## src/verilog/slhp_defines.vh

```
// shared constants for the serial link host port
`ifndef SLHP_DEFINES_VH
`define SLHP_DEFINES_VH
`define SLHP_SEL_DATA 2'h0
`define SLHP_SEL_TXDATA 2'h1
`define SLHP_SEL_RXSTAT 2'h2
`define SLHP_SEL_TXSTAT 2'h3
`define SLHP_FLAG_BIT 0
`define SLHP_IE_BIT 1
`define SLHP_CLK_MHZ 250
`define SLHP_BIT_NS_10M 100
`define SLHP_BIT_NS_20M 50
`define SLHP_BIT_CYC_10M ((`SLHP_BIT_NS_10M * `SLHP_CLK_MHZ) / 1000)
`define SLHP_BIT_CYC_20M ((`SLHP_BIT_NS_20M * `SLHP_CLK_MHZ) / 1000)
`define SLHP_DATA_BITS 4'hb
`define SLHP_ACK_BITS 4'h2
`endif

```

## src/verilog/slhp_sync.v

```verilog
// two flip-flop synchroniser for pin inputs
`timescale 1ns/10ps
`default_nettype none
module slhp_sync #(
  parameter RESET_VAL = 1'b0
) (
  input wire clk_sys_i,
  input wire reset_i,
  input wire d_i,
  output reg q_o
);
  reg meta_q;
  always @(posedge clk_sys_i) begin
    if (reset_i) begin
      meta_q <= RESET_VAL;
      q_o <= RESET_VAL;
    end else begin
      meta_q <= d_i;
      q_o <= meta_q;
    end
  end
endmodule // slhp_sync
`default_nettype wire

```

## src/verilog/slhp_bit_timer.v

```verilog
// bit-time tick generator, restartable
`timescale 1ns/10ps
`default_nettype none
`include "slhp_defines.vh"
module slhp_bit_timer #(
  parameter CNT_W = 8
) (
  input wire clk_sys_i,
  input wire reset_i,
  input wire restart_i,
  input wire fast_i,
  output reg tick_o,
  output reg half_o
);
  reg [CNT_W-1:0] cnt_q;
  localparam integer BIT_FAST = `SLHP_BIT_CYC_20M;
  localparam integer BIT_SLOW = `SLHP_BIT_CYC_10M;
  wire [CNT_W-1:0] period;
  // a faster clock needs a wider CNT_W, else the period wraps
  assign period = fast_i ? BIT_FAST[CNT_W-1:0] : BIT_SLOW[CNT_W-1:0];
  always @(posedge clk_sys_i) begin
    if (reset_i || restart_i) begin
      cnt_q <= {CNT_W{1'b0}};
      tick_o <= 1'b0;
      half_o <= 1'b0;
    end else begin
      tick_o <= (cnt_q == period - 1'b1);
      half_o <= (cnt_q == (period >> 1) - 1'b1);
      if (cnt_q == period - 1'b1)
        cnt_q <= {CNT_W{1'b0}};
      else
        cnt_q <= cnt_q + 1'b1;
    end
  end
endmodule // slhp_bit_timer
`default_nettype wire

```

## src/verilog/slhp_port.v

```verilog
// host port and serial link engine of the link adaptor
`timescale 1ns/10ps
`default_nettype none
`include "slhp_defines.vh"
module slhp_port (
  input wire clk_sys_i,
  input wire reset_i,
  input wire chip_select_n_i,
  input wire [1:0] register_select_i,
  input wire read_write_n_i,
  input wire [7:0] host_data_bus_i,
  output reg [7:0] host_data_bus_o,
  output reg host_data_bus_oe_o,
  output reg receive_int_o,
  output reg transmit_int_o,
  input wire serial_in_i,
  output reg serial_out_o,
  input wire link_rate_select_i
);
  ////////////////////////////////////////////////////////////////////////
  // pin synchronisers
  wire cs_n_s;
  wire rw_s;
  wire rate_s;
  wire rx_s;
  wire [1:0] sel_s;
  wire [7:0] wdata_s;
  slhp_sync #(.RESET_VAL(1'b1)) u_cs (.clk_sys_i(clk_sys_i),
    .reset_i(reset_i), .d_i(chip_select_n_i), .q_o(cs_n_s));
  slhp_sync #(.RESET_VAL(1'b1)) u_rw (.clk_sys_i(clk_sys_i),
    .reset_i(reset_i), .d_i(read_write_n_i), .q_o(rw_s));
  slhp_sync u_rate (.clk_sys_i(clk_sys_i), .reset_i(reset_i),
    .d_i(link_rate_select_i), .q_o(rate_s));
  slhp_sync u_rx (.clk_sys_i(clk_sys_i), .reset_i(reset_i),
    .d_i(serial_in_i), .q_o(rx_s));
  genvar gi;
  generate
    for (gi = 0; gi < 10; gi = gi + 1) begin : g_sync
      wire din;
      wire dout;
      if (gi < 2) begin : g_sel
        assign din = register_select_i[gi];
        assign sel_s[gi] = dout;
      end else begin : g_dat
        assign din = host_data_bus_i[gi-2];
        assign wdata_s[gi-2] = dout;
      end
      slhp_sync u_s (.clk_sys_i(clk_sys_i), .reset_i(reset_i),
        .d_i(din), .q_o(dout));
    end
  endgenerate

  ////////////////////////////////////////////////////////////////////////
  // host access decode
  reg cs_n_d1_q;
  reg [1:0] sel_q;
  reg rd_q;
  wire cs_fall;
  wire cs_rise;
  always @(posedge clk_sys_i) begin
    if (reset_i)
      cs_n_d1_q <= 1'b1;
    else
      cs_n_d1_q <= cs_n_s;
  end
  assign cs_fall = cs_n_d1_q & ~cs_n_s;
  assign cs_rise = ~cs_n_d1_q & cs_n_s;
  always @(posedge clk_sys_i) begin
    if (reset_i) begin
      sel_q <= 2'h0;
      rd_q <= 1'b1;
    end else if (cs_fall) begin
      sel_q <= sel_s;
      rd_q <= rw_s;
    end
  end
  // accesses act at the rising edge; invalid combinations fall through
  wire acc_rx_read;
  wire acc_tx_write;
  wire acc_rxst_wr;
  wire acc_txst_wr;
  assign acc_rx_read = cs_rise & rd_q & (sel_q == `SLHP_SEL_DATA);
  assign acc_tx_write = cs_rise & ~rd_q & (sel_q == `SLHP_SEL_TXDATA);
  assign acc_rxst_wr = cs_rise & ~rd_q & (sel_q == `SLHP_SEL_RXSTAT);
  assign acc_txst_wr = cs_rise & ~rd_q & (sel_q == `SLHP_SEL_TXSTAT);

  ////////////////////////////////////////////////////////////////////////
  // registers
  reg [7:0] rx_byte_q;
  reg [7:0] tx_byte_q;
  reg data_present_q;
  reg rx_ie_q;
  reg out_ready_q;
  reg tx_ie_q;
  reg rx_done;
  reg [7:0] rx_new;
  reg ack_rcvd;
  always @(posedge clk_sys_i) begin
    if (reset_i) begin
      data_present_q <= 1'b0;
      rx_ie_q <= 1'b0;
      tx_ie_q <= 1'b0;
      out_ready_q <= 1'b1;
      rx_byte_q <= 8'h00;
      tx_byte_q <= 8'h00;
    end else begin
      // new byte wins over a simultaneous read
      if (rx_done) begin
        data_present_q <= 1'b1;
        rx_byte_q <= rx_new;
      end else if (acc_rx_read)
        data_present_q <= 1'b0;
      if (acc_tx_write) begin
        tx_byte_q <= wdata_s;
        out_ready_q <= 1'b0;
      end else if (ack_rcvd)
        out_ready_q <= 1'b1;
      if (acc_rxst_wr)
        rx_ie_q <= wdata_s[`SLHP_IE_BIT];
      if (acc_txst_wr)
        tx_ie_q <= wdata_s[`SLHP_IE_BIT];
    end
  end
  // no other access touches any state

  ////////////////////////////////////////////////////////////////////////
  // read bus and interrupts
  reg [7:0] rd_mux;
  always @* begin
    rd_mux = 8'h00;
    case (sel_s)
      `SLHP_SEL_DATA: rd_mux = rx_byte_q;
      `SLHP_SEL_RXSTAT: rd_mux = {6'h00, rx_ie_q, data_present_q};
      `SLHP_SEL_TXSTAT: rd_mux = {6'h00, tx_ie_q, out_ready_q};
      `SLHP_SEL_TXDATA: rd_mux = 8'h00;
      default: rd_mux = 8'h00;
    endcase
  end
  always @(posedge clk_sys_i) begin
    if (reset_i) begin
      host_data_bus_o <= 8'h00;
      host_data_bus_oe_o <= 1'b0;
      receive_int_o <= 1'b0;
      transmit_int_o <= 1'b0;
    end else begin
      host_data_bus_o <= rd_mux;
      host_data_bus_oe_o <= ~cs_n_s & rw_s;
      receive_int_o <= rx_ie_q & data_present_q & ~acc_rx_read;
      transmit_int_o <= tx_ie_q & out_ready_q & ~acc_tx_write;
    end
  end

  ////////////////////////////////////////////////////////////////////////
  // receiver: oversample at bit centres
  localparam RX_IDLE = 2'h0;
  localparam RX_BIT = 2'h1;
  localparam RX_STOP = 2'h2;
  // sample 0 is the start bit, 1 the kind bit, 2..9 the data bits
  localparam RX_KIND_IDX = 4'h1;
  localparam RX_LAST_IDX = 4'h9;
  reg [1:0] rx_st_q;
  reg [3:0] rx_cnt_q;
  reg [8:0] rx_sh_q;
  reg rx_restart;
  wire rx_tick;
  wire rx_half;
  slhp_bit_timer u_rxt (.clk_sys_i(clk_sys_i), .reset_i(reset_i),
    .restart_i(rx_restart), .fast_i(rate_s), .tick_o(rx_tick),
    .half_o(rx_half));
  always @* begin
    rx_restart = (rx_st_q == RX_IDLE) & ~rx_s;
  end
  always @(posedge clk_sys_i) begin
    if (reset_i) begin
      rx_st_q <= RX_IDLE;
      rx_cnt_q <= 4'h0;
      rx_sh_q <= 9'h000;
      rx_done <= 1'b0;
      rx_new <= 8'h00;
      ack_rcvd <= 1'b0;
    end else begin
      rx_done <= 1'b0;
      ack_rcvd <= 1'b0;
      case (rx_st_q)
        RX_IDLE: begin
          if (rx_s) begin
            rx_st_q <= RX_BIT;
            rx_cnt_q <= 4'h0;
          end
        end
        RX_BIT: begin
          if (rx_half) begin
            // second bit: 1 means data, 0 means ack
            if (rx_cnt_q == RX_KIND_IDX && !rx_s) begin
              ack_rcvd <= 1'b1;
              rx_st_q <= RX_STOP;
            end else begin
              rx_sh_q <= {rx_s, rx_sh_q[8:1]};
              if (rx_cnt_q == RX_LAST_IDX) begin
                rx_done <= 1'b1;
                rx_new <= {rx_s, rx_sh_q[8:2]};
                rx_st_q <= RX_STOP;
              end
              rx_cnt_q <= rx_cnt_q + 4'h1;
            end
          end
        end
        RX_STOP: begin
          if (!rx_s)
            rx_st_q <= RX_IDLE;
        end
        default: rx_st_q <= RX_IDLE;
      endcase
    end
  end

  ////////////////////////////////////////////////////////////////////////
  // transmitter; ack and data queued, one frame at a time
  localparam TX_IDLE = 2'h0;
  localparam TX_SEND = 2'h1;
  localparam TX_WAIT = 2'h2;
  reg [1:0] tx_st_q;
  reg ack_pend_q;
  reg dat_pend_q;
  reg [10:0] tx_sh_q;
  reg [3:0] tx_left_q;
  reg tx_restart;
  wire tx_tick;
  slhp_bit_timer u_txt (.clk_sys_i(clk_sys_i), .reset_i(reset_i),
    .restart_i(tx_restart), .fast_i(rate_s), .tick_o(tx_tick),
    .half_o());
  // the timer runs while a frame waits, so the first bit leaves one bit
  // time after the request: an instant start would beat the minimum gap
  always @* begin
    tx_restart = (tx_st_q != TX_SEND) & ~ack_pend_q & ~dat_pend_q;
  end
  always @(posedge clk_sys_i) begin
    if (reset_i) begin
      tx_st_q <= TX_IDLE;
      ack_pend_q <= 1'b0;
      dat_pend_q <= 1'b0;
      tx_sh_q <= 11'h000;
      tx_left_q <= 4'h0;
      serial_out_o <= 1'b0;
    end else begin
      if (acc_rx_read)
        ack_pend_q <= 1'b1;
      if (acc_tx_write)
        dat_pend_q <= 1'b1;
      case (tx_st_q)
        TX_IDLE: begin
          // ack first: it is short and frees the far sender
          if (ack_pend_q && tx_tick) begin
            ack_pend_q <= acc_rx_read;
            tx_sh_q <= 11'h001;
            tx_left_q <= `SLHP_ACK_BITS;
            serial_out_o <= 1'b1;
            tx_st_q <= TX_SEND;
          end else if (dat_pend_q && tx_tick) begin
            dat_pend_q <= acc_tx_write;
            tx_sh_q <= {1'b0, tx_byte_q, 2'h3};
            tx_left_q <= `SLHP_DATA_BITS;
            serial_out_o <= 1'b1;
            tx_st_q <= TX_SEND;
          end
        end
        TX_SEND: begin
          if (tx_tick) begin
            tx_sh_q <= {1'b0, tx_sh_q[10:1]};
            serial_out_o <= tx_sh_q[1];
            tx_left_q <= tx_left_q - 4'h1;
            if (tx_left_q == 4'h1) begin
              serial_out_o <= 1'b0;
              tx_st_q <= TX_WAIT;
            end
          end
        end
        TX_WAIT: tx_st_q <= TX_IDLE;
        default: tx_st_q <= TX_IDLE;
      endcase
    end
  end
endmodule // slhp_port
`default_nettype wire

```

## config.mk

```make
export PLATFORM = sky130hd
export DESIGN_NAME = slhp_port
export DESIGN_NICKNAME = d
export VERILOG_FILES = /design/src/verilog/slhp_sync.v /design/src/verilog/slhp_bit_timer.v /design/src/verilog/slhp_port.v
export VERILOG_INCLUDE_DIRS = /design/src /design/src/verilog
export SDC_FILE = /design/constraint.sdc
export NUM_CORES = 1
export LEC_CHECK = 0
export BUFFER_PORTS_ARGS = -buffer_cell sky130_fd_sc_hd__buf_2
export CAP_MARGIN = 20
export CORE_UTILIZATION = 40
export CTS_CLUSTER_DIAMETER = 200
export DETAILED_ROUTE_END_ITERATION = 8
export GPL_ROUTABILITY_DRIVEN = 0
export GPL_TIMING_DRIVEN = 0
export PLACE_DENSITY = 0.6
export SLEW_MARGIN = 20
export SYNTH_ARGS = -nofsm -noshare
export SYNTH_HDL_FRONTEND = slang
export SYNTH_SLANG_ARGS = --single-unit
```

## constraint.sdc

```tcl
create_clock -name clk_sys_i -period 3.6 [get_ports clk_sys_i]
set_input_delay 0.72 -clock clk_sys_i [delete_from_list [all_inputs] [get_ports clk_sys_i]]
set_output_delay 0.72 -clock clk_sys_i [all_outputs]
set_load 0.01 [all_outputs]
```

==> results of run 1 <==
-- stage by stage --
| stage | setup slack (ns) | util, % | instance area (µm²) |
|---|---|---|---|
| 2_1_floorplan | 1.84 | - | 4480 |
| 3_3_place_gp | 0.991 | 44.0 | 4790 |
| 3_5_place_dp | 1.01 | 44.0 | 4790 |
| 4_1_cts | 1.55 | 49.3 | 5360 |
| 5_1_grt | 1.43 | 49.3 | 5360 |
| 6_report | 1.61 | 49.3 | 5360 |
-- logic make-up after synthesis --
logic type / after synthesis / share of synthesized area, %
flops: 122 / 54.5
buf+inv: 29 / 2.65
fa+ha+maj: 6 / 1.68
compound gates: 41 / 5.95
xor+xnor: 12 / 2.35
mux: 38 / 8.77
simple gates: 199 / 24.1
-- report_power, final --
| part | internal (mW) | leakage [nW] | switching, mW | total, mW |
|---|---|---|---|---|
| clock | 1.00 | 0.270 | 0.617 | 1.62 |
| combinational | 0.0233 | 0.768 | 0.0364 | 0.0598 |
| sequential | 1.37 | 0.989 | 0.0114 | 1.38 |
| total | 2.39 | 2.03 | 0.664 | 3.06 |
-- Yosys cell counts, types with 2 or more instances --
cell type,instances
sky130_fd_sc_hd__dfxtp_1,122
sky130_fd_sc_hd__nor2_1,72
sky130_fd_sc_hd__mux2i_1,34
sky130_fd_sc_hd__nor2b_1,31
sky130_fd_sc_hd__nor3_1,19
sky130_fd_sc_hd__a21oi_1,16
sky130_fd_sc_hd__clkbuf_1,14
sky130_fd_sc_hd__nand2_1,13
sky130_fd_sc_hd__nand3_1,11
sky130_fd_sc_hd__xor2_1,10
sky130_fd_sc_hd__and2_1,8
sky130_fd_sc_hd__inv_1,8
sky130_fd_sc_hd__a221oi_1,7
sky130_fd_sc_hd__ha_1,6
sky130_fd_sc_hd__nor3b_1,5
sky130_fd_sc_hd__or2_2,5
sky130_fd_sc_hd__a211oi_1,4
sky130_fd_sc_hd__and3_1,4
sky130_fd_sc_hd__nand2b_1,4
sky130_fd_sc_hd__nand3b_1,4
sky130_fd_sc_hd__buf_1,3
sky130_fd_sc_hd__nor4_1,3
sky130_fd_sc_hd__o21ai_1,3
sky130_fd_sc_hd__and4b_1,2
sky130_fd_sc_hd__buf_2,2
sky130_fd_sc_hd__mux2_2,2
sky130_fd_sc_hd__mux2_4,2
sky130_fd_sc_hd__nand4_1,2
sky130_fd_sc_hd__nand4b_1,2
sky130_fd_sc_hd__nor2_2,2
sky130_fd_sc_hd__o21ai_0,2
sky130_fd_sc_hd__or3_1,2
sky130_fd_sc_hd__or4b_1,2
sky130_fd_sc_hd__xnor2_1,2
-- state kept, by name (all words and copies together) (netlist names), 7 cells and up --
name / cells
g_sync.u_s.meta_q: 10
tx_byte_q: 8
rx_byte_q: 8
host_data_bus_o: 8
rx_new: 8
g_sync.u_s.q_o: 10
rx_sh_q: 7
u_rxt.cnt_q: 8
u_txt.cnt_q: 8
tx_sh_q: 9
-- layer usage --
layer | global-route usage [%] | wire [µm] | up-vias
li1 | - | - | 1624
met1 | 19.7 | 4070 | 1513
met2 | 27.2 | 4110 | 51
met3 | 4.90 | 334 | 13
met4 | 8.22 | 152 | 0
met5 | 0 | 0 | -
-- worst max-delay path by stage --
| stage | start | endpoint | slack, ns | cells after the start |
|---|---|---|---|---|
| 6_report | reset_i | host_data_bus_o[1] | 1.61 | 5 |
| 4_1_cts | reset_i | host_data_bus_o[1] | 1.55 | 5 |
| 2_1_floorplan | reset_i | host_data_bus_o[1] | 1.84 | 4 |
| 3_3_place_gp | reset_i | host_data_bus_o[1] | 0.99 | 5 |
| 5_1_grt | reset_i | rx_sh_q[7] | 1.43 | 5 |
| 3_5_place_dp | reset_i | host_data_bus_o[1] | 1.01 | 5 |
-- cell type report --
type / count / area share, %
buffer: 20 / 1.59
clock buffer: 18 / 7.98
clock inverter: 14 / 2.75
inverter: 9 / 0.630
multi-input combinational: 296 / 35.7
sequential: 122 / 45.5
tap: 140 / 3.27
timing repair buffer: 27 / 2.52
==> results.py, run 1 <==
metrics = {
    "placed_design": {
        "post-dp-hpwl_um": 5850,
        "io_buffers": 27,
        "place.detailed.instances": 614,
    },
    "synthesis": {
        "synthesized_netlist_net_count": 469,
        "syn-instance-count": 447,
        "synth.ff_latch_count": 122,
        "yosys.area.top_type_share_pct": 54.5,
        "synth_edf_count": 0,
        "syn-cell-area_um2": 4480,
        "synth.distinct_cells": 53,
        "yosysWarningCount": 0,
        "synthDominantAreaCellType": "sky130_fd_sc_hd__dfxtp_1",
        "asyncSetResetFlopFracSynth_pct": 0,
        "avg_cell_area_syn_um2": 10.0,
        "most_used_flip_flop_cell_after_synthesis": "sky130_fd_sc_hd__dfxtp_1",
        "post_synth_main_area_contributors": "sky130_fd_sc_hd__dfxtp_1 55%, sky130_fd_sc_hd__mux2i_1 7.6%, sky130_fd_sc_hd__nor2_1 6.0%",
        "yosysSeqAreaShare_pct": 54.5,
    },
    "min_path": {
        "hp-class": "input pin to register",
        "min_delay_worst_endpoint": "u_cs.meta_q",
        "hp-start": "chip_select_n_i",
        "whs_path_depth": 2,
    },
    "timing": {
        "layout_min_cycle_time_ns": 1.99,
        "whs_ns": 0.390,
        "timing.final.setup_violations": 0,
        "aggregate_negative_setup_slack_ns": 0,
        "fin_crit_sh_pct": 55.4,
        "relSlewSlack_pct": 54.9,
        "fin_worst_skew_ns": 0.00495,
        "timing.fmax_ghz": 0.502,
        "slew_violations": 0,
        "grt_setup_unrepaired": "no",
        "timing_hold_violations_final": 0,
        "worstMarginPinSlew_ns": 0.677,
    },
    "global_route": {
        "antenna_found_initial": 0,
        "number_of_global_route_vias_before_repair": 3053,
        "overflow": 0,
        "grt.total_usage_pct": 16.6,
        "grt_max_degree": 17,
        "grt_pass1_wl_um": 14500,
    },
    "final_layout": {
        "final_cell_mix": "122 x sky130_fd_sc_hd__dfxtp_1, 72 x sky130_fd_sc_hd__nor2_1, 34 x sky130_fd_sc_hd__mux2i_1",
        "drive_gt1_share_pct": 15.4,
        "flow.area_growth_from_synthesis_pct": 19.8,
        "nFillCells": 1018,
        "antennaDiodeCount": 0,
        "final-seq-area_um2": 2440,
        "mostFrequentLayoutCell": "sky130_fd_sc_hd__dfxtp_1",
        "multiInputGateArea_um2": 1920,
        "design.final.nets": 515,
        "fin_cells": 646,
    },
    "critical_path": {
        "cp_cell_sequence": "buf_2, clkbuf_1, clkbuf_1, buf_1, nor2_1",
        "crit_family": "buffers and inverters",
        "reg2reg_to": "tx_sh_q[6]",
        "crit_path_end_kind": "register",
        "slowest_stage": "sky130_fd_sc_hd__buf_1",
        "crit_path_max_fanout": 10,
        "timing.rr.start": "u_txt.tick_o",
        "crit_top_cell": "sky130_fd_sc_hd__clkbuf_1",
        "reg2reg_setup_slack_ns": 1.74,
        "rr_worst_depth": 5,
        "cp_data_required_time_ns": 3.98,
        "crit_arrival_ns": 2.38,
        "critPathMaxStageDelay_ns": 0.51,
        "crit_path_start_kind": "input pin",
        "cp.buffers_inverters": 4,
        "setup.worst_path.class": "input pin to register",
    },
    "drt": {
        "routed_wire_length_per_instance_um": 13.4,
        "num_vias": 3201,
        "detail_route.iter0.violations": 136,
        "detail_route.first_pass.iterations": 4,
        "postRouteWirelength_um": 8680,
        "drt.antenna.violating_nets": 0,
        "route.detailed.vias_per_inst": 4.96,
        "drc": 0,
    },
    "run": {
        "max-cap-violations": 0,
    },
    "cts": {
        "h-tree-depth": 4,
        "clk_pin_slew_ns": 0.06,
        "cts_root_buffer": "sky130_fd_sc_hd__clkbuf_8",
        "cts_tree": "done",
        "cts_buffers": 17,
        "cts.repair_timing.setup_buffer_count": 0,
        "cts_resized": 0,
        "cts_hold_buffers": 0,
        "clock_insertion_delay_at_the_later_pin_of_the_skew_report_ns": 0.52,
        "tritoncts_num_sinks": 122,
        "max-clock-path-buffers": 2,
    },
    "floorplanning": {
        "die_x_um": 108,
        "design.die.area_um2": 11600,
        "dieHeight_um": 108,
        "ioPinCount": 28,
        "initial_standard_cell_utilization_of_the_core_pct": 41.1,
        "core-area_um2": 10900,
        "num_rows": 38,
    },
    "power": {
        "peakVddDrop_mv": 0.299,
        "cellPowerDensity_nw_per_um2": 570,
        "p_leak_nw": 2.03,
        "power.total_mw": 3.06,
    },
    "run_status": {
        "run_status": "finished, final reports clean",
    },
}
Note: power is estimated with default switching activity, not from simulation.
==> run 2, diff against run 1 <==
--- a/config.mk
+++ b/config.mk
@@ -6,6 +6,7 @@
 export SDC_FILE = /design/constraint.sdc
 export NUM_CORES = 1
 export LEC_CHECK = 0
+export ABC_AREA = 1
 export BUFFER_PORTS_ARGS = -buffer_cell sky130_fd_sc_hd__buf_2
 export CAP_MARGIN = 20
 export CORE_UTILIZATION = 40
==> constraint.sdc (replaced) <==
create_clock -name clk_sys_i -period 1.9 [get_ports clk_sys_i]
set_input_delay 0.38 -clock clk_sys_i [delete_from_list [all_inputs] [get_ports clk_sys_i]]
set_output_delay 0.38 -clock clk_sys_i [all_outputs]
set_load 0.01 [all_outputs]
==> run 2 against run 1 <==
Compared with the run above:
- worst hold slack lost 0.23 ns
- non-clock buffer count decreased by 5
- clock power is 90% higher
- sequential power grew 90%
- die area increased by 3.0%
- setup slack worse by 1.3 ns
- register-to-register slack lost 1.4 ns
- clock-buffer cell count rose by 6
- sequential cell count is the same
- highest routed layer unchanged
- utilization grew 0.61 points
- largest cell class unchanged
- routed wire length up 0.44%
- critical path depth is 3 higher
==> results.py, run 2 <==
metrics = {
    "cts": {
        "cts.repair_timing.setup_buffer_count": 0,
        "cts_buffers": 17,
        "cts_hold_buffers": 0,
        "cts_root_buffer": "sky130_fd_sc_hd__clkbuf_16",
        "h-tree-depth": 4,
        "cts_tree": "done",
        "cts_resized": 0,
        "tritoncts_num_sinks": 122,
        "max-clock-path-buffers": 2,
        "clock_insertion_delay_at_the_later_pin_of_the_skew_report_ns": 0.41,
        "clk_pin_slew_ns": 0.05,
    },
    "final_layout": {
        "final_cell_mix": "122 x sky130_fd_sc_hd__dfxtp_1, 114 x sky130_fd_sc_hd__nor2_1, 73 x sky130_fd_sc_hd__inv_1",
        "antennaDiodeCount": 0,
        "flow.area_growth_from_synthesis_pct": 19.2,
        "mostFrequentLayoutCell": "sky130_fd_sc_hd__dfxtp_1",
        "biggest_registers_after_layout": "g_sync.u_s.meta_q: 10 flops, g_sync.u_s.q_o: 10 flops, tx_sh_q: 9 flops",
        "design.final.nets": 639,
        "nFillCells": 1077,
        "drive_gt1_share_pct": 14.0,
    },
    "global_route": {
        "antenna_found_initial": 0,
        "grt_max_degree": 17,
        "grt_pass1_wl_um": 15000,
        "overflow": 0,
        "grt.total_usage_pct": 16.6,
        "number_of_global_route_vias_before_repair": 3251,
    },
    "placed_design": {
        "dp_worst_setup_slack_ns": 0.345,
        "post-dp-hpwl_um": 5970,
        "io_buffers": 27,
    },
    "critical_path": {
        "timing.rr.start": "rx_cnt_q[0]",
        "critPathMaxStageDelay_ns": 0.42,
        "crit_family": "simple AND/OR/NAND/NOR gates",
        "cp_cell_sequence": "ha_1, inv_1, nor2_4, nand2_2, nor2_4, inv_2, nor2_1, nor2_1",
        "reg2reg_to": "rx_new[6]",
        "reg2reg_setup_slack_ns": 0.34,
        "rr_worst_depth": 8,
        "crit_path_end_kind": "register",
        "crit_arrival_ns": 1.85,
        "crit_path_start_kind": "register",
        "cp_data_required_time_ns": 2.19,
        "crit_path_max_fanout": 10,
        "setup.worst_path.class": "register to register",
        "slowest_stage": "sky130_fd_sc_hd__dfxtp_1",
        "cp.buffers_inverters": 2,
    },
    "floorplanning": {
        "core-area_um2": 11000,
        "initial_standard_cell_utilization_of_the_core_pct": 41.9,
        "design.die.area_um2": 12000,
        "dieHeight_um": 109,
        "num_rows": 38,
        "die_x_um": 109,
        "ioPinCount": 28,
    },
    "timing": {
        "timing.final.setup_violations": 0,
        "aggregate_negative_setup_slack_ns": 0,
        "relSlewSlack_pct": 61.4,
        "grt_setup_unrepaired": "no",
        "fin_worst_skew_ns": 0.00982,
        "timing_hold_violations_final": 0,
        "fin_crit_sh_pct": 82.3,
        "layout_min_cycle_time_ns": 1.56,
        "slew_violations": 0,
        "fin_ws_ns": 0.336,
        "timing.fmax_ghz": 0.639,
        "worstMarginPinSlew_ns": 0.579,
    },
    "synthesis": {
        "synth_edf_count": 0,
        "synthDominantAreaCellType": "sky130_fd_sc_hd__dfxtp_1",
        "yosysSeqAreaShare_pct": 52.9,
        "synthesized_netlist_net_count": 593,
        "post_synth_main_area_contributors": "sky130_fd_sc_hd__dfxtp_1 53%, sky130_fd_sc_hd__nor2_1 9.3%, sky130_fd_sc_hd__inv_1 5.9%",
        "syn-cell-area_um2": 4620,
        "most_used_flip_flop_cell_after_synthesis": "sky130_fd_sc_hd__dfxtp_1",
        "synth.top_cells.by_count": "122 x sky130_fd_sc_hd__dfxtp_1, 114 x sky130_fd_sc_hd__nor2_1, 73 x sky130_fd_sc_hd__inv_1, 53 x sky130_fd_sc_hd__nand2_1, 52 x sky130_fd_sc_hd__o21ai_0",
        "synth.distinct_cells": 40,
        "avg_cell_area_syn_um2": 8.09,
        "post-synth-top-count-cell": "sky130_fd_sc_hd__dfxtp_1",
        "synth.ff_latch_count": 122,
        "yosysWarningCount": 0,
        "yosys.area.top_type_share_pct": 52.9,
        "asyncSetResetFlopFracSynth_pct": 0,
        "syn-instance-count": 571,
    },
    "run": {
        "max-cap-violations": 0,
    },
    "min_path": {
        "hp-start": "chip_select_n_i",
        "whs_path_depth": 2,
        "min_delay_worst_endpoint": "u_cs.meta_q",
        "hp-class": "input pin to register",
    },
    "drt": {
        "drc": 0,
        "routed_wire_length_per_instance_um": 11.3,
        "num_vias": 3595,
        "postRouteWirelength_um": 8710,
        "drt.antenna.violating_nets": 0,
        "detail_route.first_pass.iterations": 4,
        "detail_route.iter0.violations": 163,
        "route.detailed.vias_per_inst": 4.67,
    },
    "run_status": {
        "run_status": "finished, final reports clean",
    },
    "power": {
        "p_leak_nw": 2.28,
        "peakVddDrop_mv": 0.774,
        "cellPowerDensity_nw_per_um2": 1060,
    },
}
run 2: cell types whose count changed in the layout (fill, tap and decap cells not counted), moves of 29 or more:
cell / delta
sky130_fd_sc_hd__mux2i_1: -34
sky130_fd_sc_hd__a21oi_1: +29
sky130_fd_sc_hd__o21ai_0: +50
sky130_fd_sc_hd__nor2b_1: -31
sky130_fd_sc_hd__nor2_1: +42
sky130_fd_sc_hd__inv_1: +65
sky130_fd_sc_hd__nand2_1: +40
run 2: area by class of cell:
class	instances	area, µm²	area share, %
Clock inverter	8	92.6	1.68
Timing Repair Buffer	27	135	2.46
Sequential cell	122	2440	44.4
Clock buffer	24	482	8.76
Multi-Input combinational cell	355	1780	32.4
Buffer	15	88.8	1.61
Tap cell	140	175	3.18
Inverter	79	304	5.53
run 2: how the worst max path moves through the flow:
stage                      startpoint         end  depth (start not counted)
after floorplan           rx_cnt_q[0]   rx_new[0]                          8
after global placement    rx_cnt_q[0]   rx_new[1]                          8
after detailed placement      reset_i  rx_sh_q[5]                          6
after CTS                 rx_cnt_q[0]   rx_new[0]                          8
after global routing      rx_cnt_q[0]   rx_new[5]                          8
final                     rx_cnt_q[0]   rx_new[6]                          8
run 2: cells by family (layout without fill, tap and decap cells):
logic type	Yosys count	after routing	synth area share (%)
compound gates	110	110	12.6
xor+xnor	13	13	2.47
fa+ha+maj	6	6	1.63
buf+inv	94	153	8.51
flops	122	122	52.9
simple gates	226	226	21.9
run 2: power breakdown:
| part | internal (mW) | leakage, nW | switching (mW) |
|---|---|---|---|
| Combinational | 0.0556 | 1.01 | 0.103 |
| Clock | 2.02 | 0.284 | 1.06 |
| Sequential | 2.60 | 0.990 | 0.0209 |
run 2: stage by stage:
step	hold slack [ns]	util, %	total power [mW]	area (µm²)	cells
after floorplan	0.388	-	2.78	4620	571
after global placement	0.391	44.7	2.83	4930	738
after detailed placement	0.394	44.7	2.83	4930	738
after CTS	0.143	49.9	5.94	5500	770
after global routing	0.151	49.9	6.08	5500	770
final	0.161	49.9	5.86	5500	770
run 2: per-layer routing:
layer | GRT usage [%] | share of wire (%) | up-vias
met5 | 0 | 0 | -
met4 | 8.29 | 0.67 | 0
met3 | 4.68 | 4.7 | 4
li1 | - | - | 1906
met2 | 25.1 | 44 | 68
met1 | 21.6 | 50 | 1617
==> run 3, diff against run 2 <==
--- a/config.mk
+++ b/config.mk
@@ -6,7 +6,7 @@
 export SDC_FILE = /design/constraint.sdc
 export NUM_CORES = 1
 export LEC_CHECK = 0
-export ABC_AREA = 1
+export ABC_AREA = 0
 export BUFFER_PORTS_ARGS = -buffer_cell sky130_fd_sc_hd__buf_2
 export CAP_MARGIN = 20
 export CORE_UTILIZATION = 40
@@ -14,7 +14,7 @@
 export DETAILED_ROUTE_END_ITERATION = 8
 export GPL_ROUTABILITY_DRIVEN = 0
 export GPL_TIMING_DRIVEN = 0
-export PLACE_DENSITY = 0.6
+export PLACE_DENSITY = 0.63
 export SLEW_MARGIN = 20
 export SYNTH_ARGS = -nofsm -noshare
 export SYNTH_HDL_FRONTEND = slang
==> constraint.sdc (replaced) <==
create_clock -name clk_sys_i -period 1.3 [get_ports clk_sys_i]
set_input_delay 0.26 -clock clk_sys_i [delete_from_list [all_inputs] [get_ports clk_sys_i]]
set_output_delay 0.26 -clock clk_sys_i [all_outputs]
set_load 0.01 [all_outputs]
==> run 3 against run 2 <==
Compared with the run above:
- highest routed layer unchanged
- sequential power grew 46%
- die area decreased by 3.0%
- cell count down 12%
- setup slack got worse by 0.65 ns
- worst hold slack worse by 0.022 ns
- the flow now finishes with violations (setup timing)
- clock-buffer cell count is 5 lower
- sequential share of layout area decreased by 2.8 points
- clock power increased by 51%
- via count is 7.4% lower
- utilization is 4.7 points higher
- routed wire length increased by 4.5%
- sequential cell count unchanged
==> results.py, run 3 (same netlist as run 1, synthesis figures left out) <==
metrics = {
    "run_status": {
        "run_status": "finished with violations",
        "violations": "setup timing",
    },
    "power": {
        "swShare_pct": 21.0,
        "share_seq_of_total_power_pct": 43.9,
        "internal_power_mw": 6.87,
        "net-switching-power_mw": 1.82,
        "peakVddDrop_mv": 1.08,
        "power.share.clock_pct": 53.7,
        "p_leak_nw": 2.28,
        "pwr-share-comb_pct": 2.4,
        "cellPowerDensity_nw_per_um2": 1460,
    },
    "floorplanning": {
        "num_rows": 38,
        "ioPinCount": 28,
        "initial_standard_cell_utilization_of_the_core_pct": 41.1,
        "die_x_um": 108,
        "dieHeight_um": 108,
        "design.die.area_um2": 11600,
        "core-area_um2": 10900,
    },
    "timing": {
        "fin_worst_skew_ns": 0.0169,
        "fin_crit_sh_pct": 124,
        "worstMarginPinSlew_ns": 0.584,
        "timing_hold_violations_final": 0,
        "timing.fmax_ghz": 0.620,
        "slew_violations": 0,
        "layout_min_cycle_time_ns": 1.61,
        "relSlewSlack_pct": 61.1,
        "timing.final.setup_violations": 35,
        "grt_setup_unrepaired": "yes",
        "fin_ws_ns": -0.312,
    },
    "final_layout": {
        "fin_cells": 676,
        "final-seq-area_um2": 2470,
        "multiInputGateArea_um2": 2120,
        "final_cell_mix": "106 x sky130_fd_sc_hd__dfxtp_1, 68 x sky130_fd_sc_hd__nor2_1, 34 x sky130_fd_sc_hd__mux2i_1",
        "mostFrequentLayoutCell": "sky130_fd_sc_hd__dfxtp_1",
        "nFillCells": 949,
        "antennaDiodeCount": 0,
        "flow.area_growth_from_synthesis_pct": 32.8,
        "biggest_registers_after_layout": "g_sync.u_s.meta_q: 10 flops, g_sync.u_s.q_o: 10 flops, tx_sh_q: 9 flops",
        "design.final.nets": 545,
        "drive_gt1_share_pct": 28.2,
        "finish.utilization_pct": 54.6,
    },
    "critical_path": {
        "cp_cell_sequence": "inv_2, ha_4, or4b_4, nor2b_4, mux2_4, nor2_4",
        "crit_path_max_fanout": 5,
        "crit_arrival_ns": 2.05,
        "crit_path_end_kind": "register",
        "slowest_stage": "sky130_fd_sc_hd__or4b_4",
        "cp_data_required_time_ns": 1.74,
        "crit_path_start_kind": "register",
        "critPathMaxStageDelay_ns": 0.48,
        "setup.worst_path.class": "register to register",
    },
    "global_route": {
        "grt_max_degree": 17,
        "grt.total_usage_pct": 16.7,
        "number_of_global_route_vias_before_repair": 3219,
        "antenna_found_initial": 0,
        "grt_pass1_wl_um": 14900,
        "overflow": 0,
    },
    "drt": {
        "num_vias": 3329,
        "routed_wire_length_per_instance_um": 13.5,
        "detail_route.iter0.violations": 131,
        "route.detailed.vias_per_inst": 4.92,
        "postRouteWirelength_um": 9100,
        "drc": 0,
        "drt.antenna.violating_nets": 0,
        "detail_route.first_pass.iterations": 4,
    },
    "cts": {
        "clock_insertion_delay_at_the_later_pin_of_the_skew_report_ns": 0.50,
        "cts_buffers": 17,
        "clk_pin_slew_ns": 0.06,
        "h-tree-depth": 4,
        "max-clock-path-buffers": 2,
        "cts_tree": "done",
        "tritoncts_num_sinks": 122,
        "cts_root_buffer": "sky130_fd_sc_hd__clkbuf_8",
    },
    "placed_design": {
        "io_buffers": 27,
        "post-dp-hpwl_um": 5640,
        "place.detailed.instances": 614,
    },
    "min_path": {
        "hp-class": "input pin to register",
    },
    "run": {
        "max-cap-violations": 0,
    },
}
run 3: metal layers:
metal  vias to the layer above  track usage, %  routed length [µm]
li1                       1678               -                   -
met3                         5            4.78                 363
met2                        66            27.6                4290
met5                         -               0                   0
met1                      1580            20.5                4390
met4                         0            5.97                  55
run 3: timing repair:
| action | in CTS | in global routing |
|---|---|---|
| setup buffers | 13 | 6 |
| hold buffers | 14 | 0 |
| pin swaps | 8 | 9 |
| endpoints found under the hold margin | 14 | 0 |
| gates cloned | 1 | 0 |
| gates resized for setup | 38 | 40 |
| setup endpoints to repair | 73 | 67 |
run 3: critical path, delay by kind of cell, from the launching register on:
family,cells,cell delay (ns)
flip-flops,1,0.33
multiplexers,1,0.31
adder cells (fa/ha/maj),1,0.12
AND/OR/NAND/NOR,3,0.74
buffers and inverters,1,0.06
run 3: final cells by class:
class                           instances  area share (%)
Multi-Input combinational cell        297            35.6
Inverter                                9           0.568
Tap cell                              140            2.95
Buffer                                 16            1.85
Clock inverter                         13            2.82
Timing Repair Buffer                   60            7.34
Clock buffer                           19            7.26
Sequential cell                       122            41.6
run 3: path summary, 6_finish.rpt:
kind,from,to,slack (ns),cells after the start
hold / removal,reset_i,u_txt.tick_o,0.14,3
setup / recovery,rx_cnt_q[1],rx_cnt_q[1],-0.31,6
setup reg to reg,rx_cnt_q[1],rx_cnt_q[1],-0.31,6
hold reg to reg,u_cs.meta_q,u_cs.q_o,0.42,1
run 3: per-stage QoR:
stage	power [mW]	hold slack [ns]	setup WS [ns]	instance area [µm²]	setup TNS, ns
floorplan	3.99	0.364	-0.331	4520	-4.14
global placement	4.07	0.394	-0.774	4830	-41.86
detailed placement	4.07	0.401	-0.784	4830	-45.12
CTS	8.80	0.119	-0.317	5770	-6.00
global route	9.00	0.128	-0.361	5950	-8.00
finish	8.69	0.139	-0.312	5950	-5.29
run 3: power groups by stage:
stage	Clock [mW]	Combinational [mW]	Sequential, mW
finish	4.66	0.211	3.82
global route	4.95	0.235	3.82
CTS	4.77	0.208	3.82
detailed placement	0	0.166	3.90
global placement	0	0.165	3.90
floorplan	0	0.103	3.89
